### src/shared/mcp_params.svh
`ifndef MCP_PARAMS_SVH
`define MCP_PARAMS_SVH
`define MCP_NCH     4
`define MCP_A_CLK   8'h00
`define MCP_A_SYNC  8'h04
`define MCP_A_ENA   8'h08
`define MCP_A_OVR   8'h0C
`define MCP_A_FLT   8'h10
`define MCP_A_ISR   8'h14
`define MCP_A_IMR   8'h18
`define MCP_A_GRAY  8'h1C
`define MCP_A_CH0   8'h20
`define MCP_A_CHEND 8'h5F
`define MCP_R_MODE  2'h0
`define MCP_R_PRD   2'h1
`define MCP_R_DTY   2'h2
`define MCP_R_DTUPD 2'h3
`define MCP_NDIV    4'hB
`define MCP_SEL_A   4'hB
`define MCP_SEL_B   4'hC
`define MCP_FLT_BIT 4
`endif

### src/shared/mcp_pkg.sv
package mcp_pkg;
   typedef logic [15:0] mcp_cnt_t;
   typedef logic [11:0] mcp_dt_t;
   typedef struct packed {
      logic [9:0]      pre_cnt;
      logic [7:0]      div_a;
      logic [7:0]      div_b;
      logic [3:0]      pre_a;
      logic [3:0]      pre_b;
      logic [7:0]      acnt_a;
      logic [7:0]      acnt_b;
      logic            tick_a;
      logic            tick_b;
      logic [3:0]      sync;
      logic [3:0]      ena;
      logic [15:0]     ovr;
      logic [11:0]     flt;
      logic [4:0]      isr;
      logic [4:0]      imr;
      logic [3:0]      gcfg;
      logic [1:0][1:0] gray;
      logic [3:0][3:0] csel;
      logic [3:0]      calg;
      logic [3:0]      cpol;
      logic [3:0]      cdir;
      mcp_cnt_t [3:0]  cnt;
      mcp_cnt_t [3:0]  prd;
      mcp_cnt_t [3:0]  dty;
      mcp_dt_t [3:0]   dth;
      mcp_dt_t [3:0]   dtl;
      mcp_dt_t [3:0]   dth_p;
      mcp_dt_t [3:0]   dtl_p;
      mcp_dt_t [3:0]   dtc;
      logic [3:0]      wave;
      logic [3:0]      dt_h;
      logic [3:0]      dt_l;
      logic [3:0]      pin_h;
      logic [3:0]      pin_l;
      logic            irq;
      logic [31:0]     rdata;
   } mcp_state_s;
endpackage : mcp_pkg

### src/core/mcp_core.sv
`timescale 1ns/1ps
`default_nettype none
`include "mcp_params.svh"

module mcp_core (
   input  wire logic        clk_i,      // 125 MHz peripheral clock
   input  wire logic        srst_i,     // sync reset, active high
   input  wire logic        pclk_en_i,  // peripheral clock enable from power manager
   input  wire logic [7:0]  addr_i,     // register byte address
   input  wire logic [31:0] wdata_i,    // write data
   input  wire logic        we_i,       // write strobe
   input  wire logic        re_i,       // read strobe
   input  wire logic [3:0]  fault_i,    // per-channel fault inputs
   output logic [31:0]      rdata_o,    // read data, cycle after re_i
   output logic [3:0]       final_high_side_pin_o, // high-side pins
   output logic [3:0]       final_low_side_pin_o,  // low-side pins
   output logic [3:0]       gray_o,     // {pair1, pair0} gray codes
   output logic             irq_o       // level interrupt
);
   import mcp_pkg::*;

   mcp_state_s st_reg;
   mcp_state_s st_next;

   function automatic logic ptick(input logic [9:0] pc, input logic [3:0] n, input logic en);
      logic [9:0] m;
      m = 10'((11'h001 << n) - 11'h001);
      return en && ((pc & m) == m);
   endfunction : ptick

   ////////////////////////////////////////////////////////////////////////
   always_comb begin
      logic       t;
      logic       ps;
      logic       wn;
      logic       dh;
      logic       dl;
      logic [1:0] b;
      logic [2:0] ci;
      mcp_cnt_t   cc;
      st_next = st_reg;
      t = 1'b0;
      ps = 1'b0;
      wn = 1'b0;
      dh = 1'b0;
      dl = 1'b0;
      b = 2'h0;
      cc = 16'h0000;
      ci = 3'(addr_i[6:4] - 3'h2);
      // free-running 10-bit prescaler; tap n divides by 2^n
      if (pclk_en_i) begin
         st_next.pre_cnt = 10'(st_reg.pre_cnt + 10'h001);
      end
      // aux divided clocks; divider zero keeps them off
      st_next.tick_a = 1'b0;
      st_next.tick_b = 1'b0;
      if (st_reg.div_a != 8'h00 && st_reg.pre_a < `MCP_NDIV
          && ptick(st_reg.pre_cnt, st_reg.pre_a, pclk_en_i)) begin
         if (8'(st_reg.acnt_a + 8'h01) >= st_reg.div_a) begin
            st_next.acnt_a = 8'h00;
            st_next.tick_a = 1'b1;
         end else begin
            st_next.acnt_a = 8'(st_reg.acnt_a + 8'h01);
         end
      end
      if (st_reg.div_b != 8'h00 && st_reg.pre_b < `MCP_NDIV
          && ptick(st_reg.pre_cnt, st_reg.pre_b, pclk_en_i)) begin
         if (8'(st_reg.acnt_b + 8'h01) >= st_reg.div_b) begin
            st_next.acnt_b = 8'h00;
            st_next.tick_b = 1'b1;
         end else begin
            st_next.acnt_b = 8'(st_reg.acnt_b + 8'h01);
         end
      end
      // register writes
      if (we_i) begin
         case (addr_i)
            `MCP_A_CLK: begin
               st_next.div_a = wdata_i[7:0];
               st_next.pre_a = wdata_i[11:8];
               st_next.div_b = wdata_i[23:16];
               st_next.pre_b = wdata_i[27:24];
            end
            `MCP_A_SYNC: st_next.sync = wdata_i[3:0];
            `MCP_A_ENA:  st_next.ena  = wdata_i[3:0];
            `MCP_A_OVR:  st_next.ovr  = wdata_i[15:0];
            `MCP_A_FLT:  st_next.flt  = wdata_i[11:0];
            `MCP_A_ISR:  st_next.isr  = st_reg.isr & ~wdata_i[4:0];
            `MCP_A_IMR:  st_next.imr  = wdata_i[4:0];
            `MCP_A_GRAY: st_next.gcfg = wdata_i[3:0];
            default: begin
               if (addr_i >= `MCP_A_CH0 && addr_i <= `MCP_A_CHEND) begin
                  case (addr_i[3:2])
                     `MCP_R_MODE: begin
                        st_next.csel[ci[1:0]] = wdata_i[3:0];
                        st_next.calg[ci[1:0]] = wdata_i[8];
                        st_next.cpol[ci[1:0]] = wdata_i[9];
                     end
                     `MCP_R_PRD: st_next.prd[ci[1:0]] = wdata_i[15:0];
                     `MCP_R_DTY: st_next.dty[ci[1:0]] = wdata_i[15:0];
                     default: begin
                        st_next.dth_p[ci[1:0]] = wdata_i[11:0];
                        st_next.dtl_p[ci[1:0]] = wdata_i[27:16];
                     end
                  endcase
               end
            end
         endcase
      end
      // channels
      for (int i = 0; i < `MCP_NCH; i++) begin
         if (st_reg.csel[i] < `MCP_NDIV) begin
            t = ptick(st_reg.pre_cnt, st_reg.csel[i], pclk_en_i);
         end else if (st_reg.csel[i] == `MCP_SEL_A) begin
            t = st_reg.tick_a;
         end else begin
            t = (st_reg.csel[i] == `MCP_SEL_B) && st_reg.tick_b;
         end
         t = t && st_reg.ena[i];
         ps = 1'b0;
         cc = st_reg.sync[i] ? st_reg.cnt[0] : st_reg.cnt[i];
         if (t) begin
            if (st_reg.calg[i]) begin
               if (st_reg.cdir[i]) begin
                  if (st_reg.cnt[i] == 16'h0000) begin
                     st_next.cdir[i] = 1'b0;
                     st_next.cnt[i] = 16'h0001;
                     ps = 1'b1;
                  end else begin
                     st_next.cnt[i] = 16'(st_reg.cnt[i] - 16'h0001);
                  end
               end else if (st_reg.cnt[i] >= st_reg.prd[i]) begin
                  st_next.cdir[i] = 1'b1;
                  st_next.cnt[i] = 16'(st_reg.cnt[i] - 16'h0001);
               end else begin
                  st_next.cnt[i] = 16'(st_reg.cnt[i] + 16'h0001);
               end
            end else if (st_reg.cnt[i] >= st_reg.prd[i]) begin
               st_next.cnt[i] = 16'h0000;
               ps = 1'b1;
            end else begin
               st_next.cnt[i] = 16'(st_reg.cnt[i] + 16'h0001);
            end
            if (ps) begin
               st_next.dth[i] = st_reg.dth_p[i];
               st_next.dtl[i] = st_reg.dtl_p[i];
               st_next.isr[i] = 1'b1;
            end
            wn = (cc < st_reg.dty[i]) ^ st_reg.cpol[i];
            if (wn != st_reg.wave[i]) begin
               st_next.wave[i] = wn;
               st_next.dtc[i] = wn ? st_reg.dth[i] : st_reg.dtl[i];
               st_next.dt_h[i] = 1'b0;
               st_next.dt_l[i] = 1'b0;
            end else if (st_reg.dtc[i] != 12'h000) begin
               st_next.dtc[i] = 12'(st_reg.dtc[i] - 12'h001);
            end else begin
               st_next.dt_h[i] = st_reg.wave[i];
               st_next.dt_l[i] = ~st_reg.wave[i];
            end
         end
         dh = st_reg.ovr[i] ? st_reg.ovr[8+i] : st_next.dt_h[i];
         dl = st_reg.ovr[4+i] ? st_reg.ovr[12+i] : st_next.dt_l[i];
         if (st_reg.flt[8+i] && fault_i[i]) begin
            dh = st_reg.flt[i];
            dl = st_reg.flt[4+i];
            st_next.isr[`MCP_FLT_BIT] = 1'b1;
         end
         st_next.pin_h[i] = dh;
         st_next.pin_l[i] = dl;
         // gray counter advances on even channel period start
         if (i % 2 == 0 && ps && st_reg.gcfg[i/2]) begin
            b = {st_reg.gray[i/2][1], st_reg.gray[i/2][1] ^ st_reg.gray[i/2][0]};
            b = st_reg.gcfg[2+i/2] ? 2'(b - 2'h1) : 2'(b + 2'h1);
            st_next.gray[i/2] = {b[1], b[1] ^ b[0]};
         end
      end
      st_next.irq = |(st_next.isr & st_next.imr);
      // read port
      st_next.rdata = 32'h0000_0000;
      if (re_i) begin
         case (addr_i)
            `MCP_A_CLK:  st_next.rdata = {4'h0, st_reg.pre_b, st_reg.div_b, 4'h0, st_reg.pre_a, st_reg.div_a};
            `MCP_A_SYNC: st_next.rdata = {28'h0, st_reg.sync};
            `MCP_A_ENA:  st_next.rdata = {28'h0, st_reg.ena};
            `MCP_A_OVR:  st_next.rdata = {16'h0, st_reg.ovr};
            `MCP_A_FLT:  st_next.rdata = {16'h0, fault_i, st_reg.flt};
            `MCP_A_ISR:  st_next.rdata = {27'h0, st_reg.isr};
            `MCP_A_IMR:  st_next.rdata = {27'h0, st_reg.imr};
            `MCP_A_GRAY: st_next.rdata = {24'h0, st_reg.gray, st_reg.gcfg};
            default: begin
               if (addr_i >= `MCP_A_CH0 && addr_i <= `MCP_A_CHEND) begin
                  case (addr_i[3:2])
                     `MCP_R_MODE: st_next.rdata = {22'h0, st_reg.cpol[ci[1:0]], st_reg.calg[ci[1:0]],
                                                   4'h0, st_reg.csel[ci[1:0]]};
                     `MCP_R_PRD:  st_next.rdata = {16'h0, st_reg.prd[ci[1:0]]};
                     `MCP_R_DTY:  st_next.rdata = {16'h0, st_reg.dty[ci[1:0]]};
                     default:     st_next.rdata = {16'h0, st_reg.cnt[ci[1:0]]};
                  endcase
               end
            end
         endcase
      end
   end

   ////////////////////////////////////////////////////////////////////////
   always_ff @(posedge clk_i) begin
      if (srst_i) begin
         st_reg <= '0;
      end else begin
         st_reg <= st_next;
      end
   end

   assign rdata_o = st_reg.rdata;
   assign final_high_side_pin_o = st_reg.pin_h;
   assign final_low_side_pin_o = st_reg.pin_l;
   assign gray_o = {st_reg.gray[1], st_reg.gray[0]};
   assign irq_o = st_reg.irq;
endmodule : mcp_core
`default_nettype wire

### config.mk
export PLATFORM = sky130hd
export DESIGN_NAME = mcp_core
export DESIGN_NICKNAME = d
export VERILOG_FILES = /design/src/shared/mcp_pkg.sv /design/src/core/mcp_core.sv
export VERILOG_INCLUDE_DIRS = /design/src /design/src/shared
export SDC_FILE = /design/constraint.sdc
export NUM_CORES = 2
export LEC_CHECK = 0
export BUFFER_PORTS_ARGS = -buffer_cell sky130_fd_sc_hd__buf_2
export CAP_MARGIN = 20
export CORE_MARGIN = 3
export CORE_UTILIZATION = 45
export DETAILED_ROUTE_END_ITERATION = 16
export PLACE_DENSITY_LB_ADDON = 0.15
export SLEW_MARGIN = 20
export SYNTH_ARGS = -nofsm -noshare
export SYNTH_HDL_FRONTEND = slang
export SYNTH_SLANG_ARGS = --single-unit
### constraint.sdc
create_clock -name clk_i -period 5.1 [get_ports clk_i]
set_input_delay 0.51 -clock clk_i [delete_from_list [all_inputs] [get_ports clk_i]]
set_output_delay 0.51 -clock clk_i [all_outputs]
set_load 0.1 [all_outputs]
# Word level (Yosys, flattened, before mapping)
# Index checks and enable logic that the tools add are counted.
# Widths: inputs -> output; s select.
totals:
  regBits: 619
  inputBits: 49
classes:
  addsub: 26
  magnitude_cmp: 20
  n_eq_ne: 27
  shift: 6
  mux: 165
  n_bitwise: 26
  reduce_logical: 74
ops:
  columns: ["cell", "n"]
  rows:
  - ["$mux 16", 28]
  - ["$pmux 28 s8", 1]
  - ["$mux 12", 13]
  - ["$bwmux 64", 2]
  - ["$bmux 16 s2", 3]
  - ["$bwmux 48", 2]
  - ["$mux 1", 95]
  - ["$add 16x1->16 const B", 4]
  - ["$ge 16x16->1", 4]
  - ["$logic_not 16->1", 4]
  - ["$lt 16x16->1", 4]
  - ["$sub 16x1->16 const B", 4]
  - ["$and 10x10->10", 6]
  - ["$eq 10x10->1", 6]
  - ["$shl 1x4->10 const A", 6]
  - ["$sub 10x1->10 const B", 6]
  - ["$pmux 16 s3", 1]
  - ["$reduce_bool 12->1", 4]
  - ["$sub 12x1->12 const B", 4]
  - ["$reduce_and 2->1", 22]
  - ["$demux 16 s2", 1]
  - ["$eq 4x4->1 const B", 8]
  - ["$eq 8x5->1 const B", 4]
  - ["$logic_and 1x1->1", 26]
  - ["other kinds (41)", 86]

# Depth between registers and ports, before layout
logic_depth:
  ltp_word: 12
  depth_mapped: 16
  ltp_nobuf: 12

# Worst setup path before layout
# No wires, ideal clock.
synth_timing:
  kind: "reg2reg"
  start: "reg st_reg[566] (netlist bit)"
  end: "reg st_reg[93] (netlist bit)"
  arrival_time_ns: 3.687
  required_time_ns: 4.982
  setup_slack_ns: 1.295
  path_stages_with_launch: 16
  path_buffers: 4
  cell_sequence: "dfxtp_1 -> buf_2 -> buf_1 -> mux2_2 -> ha_1 -> and3_1 -> a221oi_1 -> o221a_2 -> o311a_1 -> xnor2_1 -> clkbuf_1 -> buf_1 -> mux2i_1 -> nor2_1 -> nor3_1 -> nor2_1"
synth_between:
  elab_chain_cells: 6
  word_cells_on_any_way: 8
synth_rtl:
  columns: ["element", "line", "text"]
  rows:
  - ["start, declared", "mcp_core.sv:22", "mcp_state_s st_reg;"]
  - ["start signal, assigned", "mcp_core.sv:211", "st_reg <= st_next;"]
  - ["$mux 16 *", "mcp_core.sv:121", "cc = st_reg.sync[i] ? st_reg.cnt[0] : st_reg.cnt[i];"]
  - ["$lt 16x16->1 *", "mcp_core.sv:149", "wn = (cc < st_reg.dty[i]) ^ st_reg.cpol[i];"]
  - ["$xor 1x1->1 *", "mcp_core.sv:149", null]
  - ["$ne 1x1->1", "mcp_core.sv:150", "if (wn != st_reg.wave[i]) begin"]
  - ["$reduce_bool 2->1 (no source line)", null, null]
  - ["$reduce_and 2->1 (no source line)", null, null]
# Every way passes the cells marked *; elsewhere a longest branch is shown, timed or not.
# A chain may end at the register's enable or synchronous reset.

# Final worst setup path
layout_timing:
  start: "reg st_reg[566] (netlist bit)"
  end: "reg st_reg[90] (netlist bit)"
# Same word-level chain as after synthesis.

==> impl_results.rst <==
.. list-table::
   :header-rows: 1

   * - Metric
     - Value
   * - Clk root buf
     - clkbuf_16
   * - Total number of yosys warnings
     - 0
   * - Highest attainable clock frequency
     - 0.230 GHz
   * - Maximum clock path buffer count
     - 3
   * - Count of hold-fix buffers inserted at cts
     - 0
   * - Die X
     - 287 um
   * - Max rail drop VDD
     - 220 uV
   * - Antenna violations before repair
     - 6
   * - Max capacitance violation total
     - 0
   * - Std-Cell Rows
     - 102
   * - Final period demand of the worst path
     - 4.35 ns
   * - Mean instance size in the synthesized netlist
     - 7.74 sq um
   * - Unrepaired setup endpoints after global routing
     - no
   * - # IOs
     - 94
   * - Buffer count from post-CTS setup fixing
     - 0
   * - Number of flip-flops under the largest register name
     - 574
   * - Result of the run
     - complete, no violations
   * - First-pass detailed-route iteration total
     - 6
   * - Global-route total usage across every layer
     - 28.8%
   * - Area share of the leading cell type in the synthesized netlist
     - 34.7%
   * - Initial DRC count
     - 3751
   * - Post-CTS sizing
     - 0
   * - Final Wtd Congestion
     - 0.960
   * - Vert. Die Dim
     - 287 um
   * - Final clock skew
     - 0.0282 ns
   * - Wire length of the first global-routing pass
     - 185000 um
   * - Final Util
     - 50.0%
   * - Switching share of power
     - 24.7%
   * - Final critical-path share of the clock period
     - 85.2%
   * - Data required time of the critical path
     - 5.64 ns
   * - Critical path capture point type
     - flip-flop
   * - Clock transition at path regs
     - 0.06 ns
   * - Launching element type of the critical path
     - flip-flop
   * - Filler Cells Inserted
     - 7613
   * - Clk_lat worst skew
     - 0.64 ns
   * - Signed area change from the synthesized netlist to the final layout
     - 9.63%
   * - Post-synth top area cell
     - dfxtp_1
   * - Transition time of the tightest slew-check pin
     - 1.13 ns
   * - Cell types with the highest counts after synthesis
     - 931 x nand2_1, 615 x dfxtp_1, 581 x a21oi_1
   * - Count of state elements after synthesis
     - 615
   * - GRT Residual Overflow
     - 0
   * - Total of endpoints with negative setup slack in the final report
     - 0
   * - Area of the core
     - 0.0778 sq mm
   * - Number of buffers added by the clock tree synthesis step
     - 71
   * - EDFF count, synth
     - 0
   * - Share of synthesized area occupied by flip-flops and latches
     - 34.7%
   * - Layout Cells excl Fill
     - 5549
   * - Total count of max-transition violations in the final report
     - 0
   * - Area enclosed by the die boundary
     - 0.0824 sq mm
   * - TritonCTS sink count
     - 615
   * - Final ANT Viol Nets
     - 0
   * - End of the worst hold path
     - st_reg[119]
   * - DP Cell Count
     - 5416
   * - Half-perimeter wire length of the detailed placement result
     - 82400 um
   * - Internal power
     - 8.26 mW
   * - Hold Vio Cnt, Final
     - 0
   * - Average vias per placed instance
     - 5.98
   * - Beginning of the worst register-to-register path
     - st_reg[566]
   * - Post-synth design cell area
     - 0.0355 sq mm
   * - Number of distinct standard cells referenced by the synthesized netlist
     - 91
   * - Count of nets after finishing
     - 4660
   * - FF-to-FF path depth
     - 14
   * - Total negative slack for setup checks
     - 0 ns
   * - Worst reg2reg setup slack
     - 0.75 ns
   * - Buffers added on ports
     - 85
   * - Path type of the worst setup path
     - reg -> reg
   * - Hold Path Origin
     - wdata_i[22]
   * - Leading cell types by total area after synthesis
     - dfxtp_1 35%, nand2_1 9.8%, a21oi_1 8.2%
   * - Cell count of the worst hold path
     - 3
   * - Post-route DRC
     - 0
   * - Combinational share of power
     - 5.5%
   * - Maximum fanout encountered on the critical timing path
     - 22
   * - Type of the tightest min-delay check
     - in -> reg
   * - Largest net degree at the start of global routing
     - 140
   * - Mean routed wirelength per cell
     - 21.9 um
   * - Main flop type after synthesis
     - dfxtp_1
   * - CTS tree
     - built
   * - Async set-or-reset flop fraction in the synthesized netlist
     - 0%
   * - Cell count after synthesis
     - 4592
   * - Sum of internal, switching and leakage power
     - 11.0 mW
   * - Share of total power in the clock network
     - 50.4%
   * - Vias in the first global route
     - 29900
   * - Worst slew slack as a fraction of its limit
     - 24.3%
   * - Sequential power share
     - 44.1%
   * - Most common cell in the synthesized netlist
     - nand2_1
   * - Starting Density
     - 45.6%
   * - Routed via count
     - 33200
   * - Leakage power of the design
     - 14.3 nW
   * - Crit path arrival time
     - 4.89 ns
   * - Pwr Density
     - 281 mW/mm^2
   * - Fraction of layout cells with a size suffix above 1
     - 10.4%
   * - NetSw
     - 2.70 mW
   * - R2r endpoint
     - st_reg[90]
   * - H-tree depth
     - 3
   * - Post-Route WL
     - 122000 um
stage by stage:
| step | hold WS (ns) | cell area, sq um | setup WS (ns) |
|---|---|---|---|
| 2_1_floorplan | 0.432 | 35500 | 1.29 |
| 3_3_place_gp | 0.439 | 36400 | 0.969 |
| 3_5_place_dp | 0.443 | 36400 | 0.963 |
| 4_1_cts | 0.204 | 38900 | 0.943 |
| 5_1_grt | 0.232 | 38900 | 0.633 |
| 6_report | 0.238 | 39000 | 0.754 |
worst max-delay path by stage:
stage	start	end	slack (ns)
3_5_place_dp	st_reg[566]	st_reg[92]	0.96
6_report	st_reg[566]	st_reg[90]	0.75
5_1_grt	st_reg[566]	st_reg[95]	0.63
3_3_place_gp	st_reg[566]	st_reg[95]	0.97
2_1_floorplan	st_reg[566]	st_reg[93]	1.29
4_1_cts	st_reg[566]	st_reg[90]	0.94
cell families after synthesis:
kind of cell | share of synthesized area [%]
DFF | 34.7
and+or+nand+nor | 21.2
adders and majority gates | 5.70
xor gates and xnor gates | 2.41
muxes | 8.63
AOI/OAI and AO/OA | 20.3
buffers and inverters | 7.06
other | 0.0106
power groups by stage:
stage / logic [mW] / registers (mW) / clock network [mW]
floorplan: 0.381 / 4.93 / 0
global placement: 0.587 / 4.94 / 0
detailed placement: 0.588 / 4.94 / 0
CTS: 0.590 / 4.83 / 5.60
global route: 0.636 / 4.83 / 5.80
finish: 0.600 / 4.84 / 5.53
cell usage in the layout (no fill, tap or decap), types with 41 or more instances in the layout:
cell,instances
a211oi_1,56
mux2_2,67
nand2_1,931
dfxtp_1,615
nor2_1,279
o22ai_1,52
mux4_2,60
inv_1,212
and3_1,44
nand3_1,117
a21oi_1,579
nor3_1,83
xor2_1,41
mux2i_1,96
xnor2_1,49
ha_1,161
buf_4,89
o21ai_0,150
clkbuf_16,72
buf_2,83
per-layer routing:
| metal | routed length (um) | GRT usage (%) | vias up | share of wire, % |
|---|---|---|---|---|
| li1 | - | - | 15800 | - |
| met1 | 54800 | 42.1 | 15800 | 45 |
| met2 | 51400 | 43.0 | 1338 | 42 |
| met3 | 11400 | 4.81 | 221 | 9.4 |
| met4 | 3840 | 9.16 | 4 | 3.2 |
| met5 | 21 | 0 | - | 0.017 |
critical path, stage by stage, from the launching register on:
cell	delay [ns]
dfxtp_1	0.91
buf_4	0.26
mux2_2	0.33
ha_1	0.26
o21ai_0	0.07
a31oi_1	0.06
o311ai_0	0.59
o311a_1	0.40
xnor2_2	0.16
buf_4	0.31
buf_4	0.32
nor2_1	0.07
a211oi_1	0.21
a211oi_1	0.08
a211oi_1	0.24
layout make-up:
class	instances	area, sq um	area share [%]
Multi-Input combinational cell	3372	20900	53.6
Sequential cell	615	12300	31.6
Clock buffer	104	2080	5.35
Tap cell	1040	1300	3.34
Timing Repair Buffer	176	1150	2.95
Inverter	214	803	2.06
Clock inverter	25	432	1.11
Antenna cell	3	7.51	0.0193
No activity file was read; power rests on OpenSTA's default activity.
